### config.mk
export PLATFORM = sky130hd
export DESIGN_NAME = apa_adapter
export DESIGN_NICKNAME = d
export VERILOG_FILES = /design/src/pkg/apa_pkg.sv /design/src/design/apa_byte_latch.sv /design/src/design/apa_adapter.sv
export SDC_FILE = /design/constraint.sdc
export NUM_CORES = 1
export LEC_CHECK = 0
export ABC_AREA = 1
export BUFFER_PORTS_ARGS = -buffer_cell sky130_fd_sc_hd__buf_2
export CELL_PAD_IN_SITES_DETAIL_PLACEMENT = 0
export CELL_PAD_IN_SITES_GLOBAL_PLACEMENT = 1
export CORE_UTILIZATION = 35
export DETAILED_ROUTE_END_ITERATION = 10
export GPL_TIMING_DRIVEN = 0
export PLACE_DENSITY = 0.8
export RECOVER_POWER = 50
export SETUP_SLACK_MARGIN = 0.05
export SYNTH_ARGS = -nofsm -noshare
export SYNTH_HDL_FRONTEND = slang
export SYNTH_SLANG_ARGS = --single-unit
### constraint.sdc
create_clock -name clk -period 1.48 [get_ports clk]
set_input_delay 0.222 -clock clk [delete_from_list [all_inputs] [get_ports clk]]
set_output_delay 0.222 -clock clk [all_outputs]
set_load 0.05 [all_outputs]
### src/pkg/apa_pkg.sv
package apa_pkg;
    // byte lane width of the peripheral data path
    localparam int DATA_W = 8;
    // address width of the processor bus (byte addresses)
    localparam int ADDR_W = 24;
    // example peripheral base addresses
    localparam logic [23:0] LINK_BASE = 24'h018001;
    localparam logic [23:0] TIMER_BASE = 24'h018801;
    // decoder select inputs, msb first: addr[11], addr[12], addr[0]; window bits 23:14
    // only odd bytes are used, so bit 0 puts both examples on odd lines (one and five)
    localparam int DEC_SEL2 = 11;
    localparam int DEC_SEL1 = 12;
    localparam int DEC_SEL0 = 0;
    localparam int WIN_LO = 14;
    localparam logic [9:0] WIN_VALUE = 10'h006;
    // reset values of the two acknowledge-path flops
    localparam logic SEL_RST = 1'b0;
    localparam logic ACK_RST = 1'b0;
    // synchroniser depth (cycles)
    localparam int SYNC_STAGES = 2;
    // access phases
    typedef enum logic [2:0] {
        APA_IDLE = 3'b001,
        APA_SEL = 3'b010,
        APA_ACK = 3'b100
    } apa_state_t;
endpackage : apa_pkg

### src/design/apa_byte_latch.sv
`timescale 1ns/1ps
// one byte holding register standing in for a transparent latch:
// follows its input while open, keeps the last value once closed
module apa_byte_latch #(
    parameter int WIDTH = 8 // data width
) (
    input wire logic clk, // system clock
    input wire logic rst_n, // async reset, active low
    input wire logic open, // high: transparent
    input wire logic [WIDTH-1:0] din, // data in
    output logic [WIDTH-1:0] dout // held data, registered
);
    // a real latch is avoided; one cycle of lag is the price of a clean timing path
    always_ff @(posedge clk or negedge rst_n) begin
        if (!rst_n) begin
            dout <= '0;
        end else if (open) begin
            dout <= din;
        end
    end
endmodule : apa_byte_latch

### src/design/apa_adapter.sv
`timescale 1ns/1ps
module apa_adapter
    import apa_pkg::*;
#(
    parameter int WIDTH = apa_pkg::DATA_W // byte lane width
) (
    input wire logic clk, // system clock, 200 MHz
    input wire logic rst_n, // async reset, active low
    input wire logic byteStrobe, // processor data strobe, high = active
    input wire logic sysSelect, // system peripheral select, high = active
    input wire logic readNotWrite, // 1 read, 0 write
    input wire logic periphEnable, // peripheral enable clock, sampled
    input wire logic [apa_pkg::ADDR_W-1:0] addr, // processor byte address
    input wire logic [WIDTH-1:0] cpuDataIn, // processor data bus, input
    output logic [WIDTH-1:0] cpuDataOut, // processor data bus, output
    output logic cpuDataOe, // processor data bus drive enable
    input wire logic [WIDTH-1:0] perDataIn, // peripheral data bus, input
    output logic [WIDTH-1:0] perDataOut, // peripheral data bus, output
    output logic perDataOe, // peripheral data bus drive enable
    output logic transferAckN, // transfer acknowledge, active low
    output logic periphSelectN, // common peripheral select, active low
    output logic timerSelLowN, // timer low select, active low
    output logic timerSelHigh, // timer high select
    output logic linkSelN // link controller select, active low
);
    import apa_pkg::*;

    logic [SYNC_STAGES-1:0] strobeSync_ff;
    logic [SYNC_STAGES-1:0] selSync_ff;
    logic [SYNC_STAGES-1:0] rwSync_ff;
    logic [SYNC_STAGES-1:0] enSync_ff;
    logic enPrev_ff;
    logic strobeS, selS, rwS, enFall;
    apa_state_t state_ff, nxt_state;
    logic selectFlop, ackFlop;
    logic readDir, latchOpen;
    logic [WIDTH-1:0] readHeld, writeHeld;
    logic [7:0] decoderLine;
    logic decoderLineFive, decoderLineOne;

    // active-low 1-of-8 decoder over address bits 11, 12 and 0, windowed
    function automatic logic [7:0] dec_lines(input logic [ADDR_W-1:0] a);
        logic [7:0] l;
        l = 8'hFF;
        if (a[ADDR_W-1:WIN_LO] == WIN_VALUE) begin
            l[{a[DEC_SEL2], a[DEC_SEL1], a[DEC_SEL0]}] = 1'b0;
        end
        return l;
    endfunction : dec_lines

    // two-stage synchronisers; only the last stage is looked at
    always_ff @(posedge clk or negedge rst_n) begin
        if (!rst_n) begin
            strobeSync_ff <= '0;
            selSync_ff <= '0;
            rwSync_ff <= '0;
            enSync_ff <= '0;
        end else begin
            strobeSync_ff <= {strobeSync_ff[0], byteStrobe};
            selSync_ff <= {selSync_ff[0], sysSelect};
            rwSync_ff <= {rwSync_ff[0], readNotWrite};
            enSync_ff <= {enSync_ff[0], periphEnable};
        end
    end

    assign strobeS = strobeSync_ff[SYNC_STAGES-1];
    assign selS = selSync_ff[SYNC_STAGES-1];
    assign rwS = rwSync_ff[SYNC_STAGES-1];

    // enable edge detector, reads only the settled stage
    always_ff @(posedge clk or negedge rst_n) begin
        if (!rst_n) begin
            enPrev_ff <= 1'b0;
        end else begin
            enPrev_ff <= enSync_ff[SYNC_STAGES-1];
        end
    end
    assign enFall = enPrev_ff & ~enSync_ff[SYNC_STAGES-1];

    // select/ack sequencing: flops only move on enable falling edges,
    // but strobe negation clears them at once
    always_comb begin
        nxt_state = state_ff;
        case (state_ff)
            APA_IDLE: begin
                if (enFall && strobeS && selS) begin
                    nxt_state = APA_SEL;
                end
            end
            APA_SEL: begin
                if (!strobeS) begin
                    nxt_state = APA_IDLE;
                end else if (enFall) begin
                    nxt_state = APA_ACK;
                end
            end
            APA_ACK: begin
                if (!strobeS) begin
                    nxt_state = APA_IDLE;
                end
            end
            default: nxt_state = APA_IDLE;
        endcase
    end

    always_ff @(posedge clk or negedge rst_n) begin
        if (!rst_n) begin
            state_ff <= APA_IDLE;
        end else begin
            state_ff <= nxt_state;
        end
    end

    // flop views: select flop stays set until strobe ends, like the circuit
    assign selectFlop = (state_ff == APA_SEL) || (state_ff == APA_ACK);
    assign ackFlop = (state_ff == APA_ACK);
    assign transferAckN = ~ackFlop;
    assign periphSelectN = ~(selectFlop & ~ackFlop);

    // latch direction from system select and rw alone
    assign readDir = selS & rwS;
    assign latchOpen = ~ackFlop; // frozen while ack is low
    assign cpuDataOe = readDir;
    assign perDataOe = ~readDir;

    // read path: peripheral to processor
    apa_byte_latch #(
        .WIDTH(WIDTH)
    ) u_read_latch (
        .clk(clk),
        .rst_n(rst_n),
        .open(latchOpen & readDir),
        .din(perDataIn),
        .dout(readHeld)
    );

    // write path: processor to peripheral
    apa_byte_latch #(
        .WIDTH(WIDTH)
    ) u_write_latch (
        .clk(clk),
        .rst_n(rst_n),
        .open(latchOpen & ~readDir),
        .din(cpuDataIn),
        .dout(writeHeld)
    );

    always_ff @(posedge clk or negedge rst_n) begin
        if (!rst_n) begin
            cpuDataOut <= '0;
            perDataOut <= '0;
        end else begin
            cpuDataOut <= readHeld;
            perDataOut <= writeHeld;
        end
    end

    // example address decoding for two peripherals
    assign decoderLine = dec_lines(addr);
    assign decoderLineFive = decoderLine[5]; // high when not at 18801 window
    assign decoderLineOne = decoderLine[1];
    assign timerSelLowN = decoderLineFive;
    assign timerSelHigh = ~periphSelectN;
    assign linkSelN = ~(decoderLineFive & ~decoderLineOne & ~periphSelectN);

    // assertions
    property p_idle_ack_high;
        @(posedge clk) disable iff (!rst_n)
        (state_ff == APA_IDLE) |-> transferAckN && periphSelectN &&
            (perDataOe || (selS && rwS));
    endproperty
    a_idle_ack_high: assert property (p_idle_ack_high)
        else $error("ack not high while idle");

    property p_write_drives;
        @(posedge clk) disable iff (!rst_n)
        !$past(readNotWrite, 2) |-> perDataOe && !cpuDataOe;
    endproperty
    a_write_drives: assert property (p_write_drives)
        else $error("write path not driving on write");

    property p_read_dir;
        @(posedge clk) disable iff (!rst_n)
        ($past(readNotWrite, 2) && $past(sysSelect, 2)) |-> cpuDataOe && !perDataOe;
    endproperty
    a_read_dir: assert property (p_read_dir)
        else $error("read direction wrong");

    property p_sel_on_fall;
        @(posedge clk) disable iff (!rst_n)
        (state_ff == APA_IDLE && enFall && strobeS && selS) |=> !periphSelectN;
    endproperty
    a_sel_on_fall: assert property (p_sel_on_fall)
        else $error("select missed enable falling edge");

    property p_sel_only_on_fall;
        @(posedge clk) disable iff (!rst_n)
        (state_ff == APA_IDLE && !enFall) |=> periphSelectN;
    endproperty
    a_sel_only_on_fall: assert property (p_sel_only_on_fall)
        else $error("select without enable falling edge");

    property p_ack_after_sel;
        @(posedge clk) disable iff (!rst_n)
        (state_ff == APA_SEL && strobeS && enFall) |=> !transferAckN;
    endproperty
    a_ack_after_sel: assert property (p_ack_after_sel)
        else $error("ack not asserted on next falling edge");

    property p_ack_deselects;
        @(posedge clk) disable iff (!rst_n)
        $fell(transferAckN) |-> periphSelectN && $past(!periphSelectN);
    endproperty
    a_ack_deselects: assert property (p_ack_deselects)
        else $error("peripheral selected while ack low");

    property p_strobe_clears;
        @(posedge clk) disable iff (!rst_n)
        (!strobeS && state_ff != APA_IDLE) |=> transferAckN && periphSelectN;
    endproperty
    a_strobe_clears: assert property (p_strobe_clears)
        else $error("strobe end did not clear flops");

    property p_frozen;
        @(posedge clk) disable iff (!rst_n)
        (!transferAckN && $past(!transferAckN)) |-> $stable(readHeld) && $stable(writeHeld);
    endproperty
    a_frozen: assert property (p_frozen)
        else $error("latch changed while ack low");

    c_read: cover property (@(posedge clk) disable iff (!rst_n)
        !transferAckN && cpuDataOe);
    c_write: cover property (@(posedge clk) disable iff (!rst_n)
        !transferAckN && perDataOe);
    c_abort: cover property (@(posedge clk) disable iff (!rst_n)
        state_ff == APA_SEL && !strobeS);
endmodule : apa_adapter

==> run metrics <==
DRT antenna net count=0; post-route cell area=~2200 um^2; drt pass-1 iters=4; worst path required time=1.26 ns; Reg area=approximately 1100 um^2; Worst EP arrival=about 1.2 ns; pre-CTS WS=0.0445 ns; critical path class=register to output pin; Vias/cell=4.51; GPL Wtd Cong=around 0.73; Row Count=24; die width=approximately 70 um; DRT iter0 DRCs=42; CTS tree=built; vias in the first global route=1143; yosys warns=0; GRT Total Usage=13.3%; RSZ-0062 raised after global routing=yes; Max Slew Vio Count=0; synthesized cell area=1610 um^2; syn nets=180; ANT cells=0; worst setup margin=0.0465 ns; H-tree Lvls=2; Setup violations, final=0; largest net degree at the start of global routing=45; fin crit period=1.43 ns; max-cap violation count=0; total routed wirelength=between 3 and 4 mm; clk sinks=44; nets@finish=253; DRC Markers=0; IR drop worst, VDD=about 830 uV; Port Buffers=57; first-pass GRT wire length=5.06 mm; effective utilization at floorplan=between 30% and 40%; clk slew on worst S/H paths=0.07 ns; status=finished clean; Startpoint Class=register; Post-Syn Instances=about 130; Root Buffer=clkbuf_8; Ports=69; Mean Syn Cell Area=12.0 um^2; via count=~1200; post-synth top area share=about two thirds; Layout fillers=409; clock skew=0.0109 ns; share of cells above drive strength 1=~48%; Yosys reg bits=44; GRT overflow=0; Post-CTS Hold Fix Bufs=0; post-synthesis cell type count=17; area leader, netlist=dfrtp_1; placed inst area=1970 um^2; final hold vios=0; Max Root-Sink Buffers=2; Max FO, Critical Path=4; ranking of synthesized cells by area=dfrtp_1 (67%), nand2_1 (8.4%), nand3_2 (6.9%); HPWL Detailed=about 2.0 mm; Die Y=69.8 um; area grow syn2layout=34.5%; Leak=1.14 nW; worst hold path type=input pin to register; Clock Latency Late Sink=between 0.2 and 0.3 ns; register area share after synthesis=68.6%; DIE AREA=4870 um^2; crit end category=output pin; final worst-path cycle share=96.9%; Avg WL per Cell=about 12 um; r2r setup slk=0.22 ns; Core Area=between 4000 and 5000 um^2; PwrDens=1360 nW/um^2; highest clock rate=698 MHz; Num CTS Buffers=5; Worst Max-Slew Pin Slew=1.06 ns; Max-slew headroom=29.4%; initial antenna violation count=0; Multi-input gate area=442 um^2
layout by cell type, fill, tap and decap left out:
cell type / count
buf_2: 50
buf_4: 12
buf_6: 3
buf_8: 2
bufinv_8: 1
clkbuf_1: 2
clkbuf_2: 1
clkbuf_8: 5
clkinv_2: 1
dfrtp_1: 43
dfstp_2: 1
inv_1: 7
inv_2: 3
inv_4: 1
nand2_1: 35
nand2_2: 3
nand2_4: 2
nand3_1: 8
nand3_2: 11
nand3_4: 2
nand4_1: 6
nor2_1: 5
nor2_4: 1
nor4_1: 1
o21ai_1: 2
worst max-delay path, cell delays in order (launching register included):
cell and delay, ns:
dfstp_2 0.56, inv_4 0.05, nand3_4 0.08, nor2_4 0.04, nand3_2 0.07, buf_8 0.14
cells by family after synthesis:
family          Yosys count  synth area share, %
compound gates            2                0.623
buf+inv                  14                 5.30
flops                    44                 68.6
simple gates             74                 25.5
cell type report:
| type | instances | area share [%] |
|---|---|---|
| repair buffers | 67 | 18.4 |
| clock inverters | 1 | 0.232 |
| well taps | 52 | 3.01 |
| inverters | 12 | 2.84 |
| plain buffers | 1 | 0.521 |
| clock buffers | 7 | 3.53 |
| multi-input cells | 76 | 20.4 |
| flip-flops and latches | 44 | 51.0 |
layer usage:
metal  GRT usage [%]  vias to the layer above  routed length [um]
li1                -                      576                   -
met5               0                        -                   0
met1            16.0                      545                1280
met4            4.67                        0                  33
met3            5.38                        4                 268
met2            21.8                       47                1440
metrics by stage:
| stage | hold slack, ns | power (mW) | setup TNS (ns) | utilization, % | instances |
|---|---|---|---|---|---|
| 2_1_floorplan | -0.0736 | 1.95 | 0 | - | 134 |
| 6_report | 0.0427 | 2.93 | 0 | 49.3 | 260 |
| 3_3_place_gp | 0.331 | 2.13 | 0 | 44.9 | 243 |
| 5_1_grt | 0.0277 | 3.09 | -0.0201 | 49.3 | 260 |
| 4_1_cts | 0.0323 | 2.92 | 0 | 48.7 | 258 |
| 3_5_place_dp | 0.332 | 2.14 | 0 | 44.9 | 243 |
registers in the layout, summed over array words and instances (netlist names):
signal,cells
strobeSync_ff,2
u_read_latch.dout,8
cpuDataOut,8
rwSync_ff,2
perDataOut,8
enPrev_ff,1
state_ff,3
enSync_ff,2
u_write_latch.dout,8
selSync_ff,2
final timing paths:
| kind | startpoint | end | cells after the start |
|---|---|---|---|
| min reg2reg | strobeSync_ff[0] | strobeSync_ff[1] | 0 |
| max reg2reg | state_ff[0] | state_ff[0] | 6 |
| max in group asynchronous | rst_n | perDataOut[4] | 1 |
| max | state_ff[0] | linkSelN | 5 |
| min in group asynchronous | rst_n | perDataOut[2] | 1 |
| min | byteStrobe | strobeSync_ff[0] | 1 |
synth_stat cells:
cell type and n:
nand3_1 9, inv_2 4, nor2_1 6, nand2_2 2
nand2_1 36, nand3_2 11, nand2_4 2, inv_1 7
nand3_4 1, nor4_1 1, buf_8 1, nand4_1 6
buf_6 1, bufinv_8 1, dfstp_2 1, o21ai_1 2
dfrtp_1 43
where the power goes:
part | leakage [nW] | switching, mW | internal, mW
clock | 0.0422 | 0.360 | 0.331
sequential | 0.529 | 0.0748 | 1.35
combinational | 0.567 | 0.532 | 0.283
total | 1.14 | 0.966 | 1.97
repair_timing:
item / in CTS / in global routing
endpoints found under the setup margin: 6 / 5
buffers inserted: 7 / 3
cloned: 0 / 0
pin swaps: 1 / 0
gates resized for setup: 11 / 6
Power figures use the tool's default switching activity.
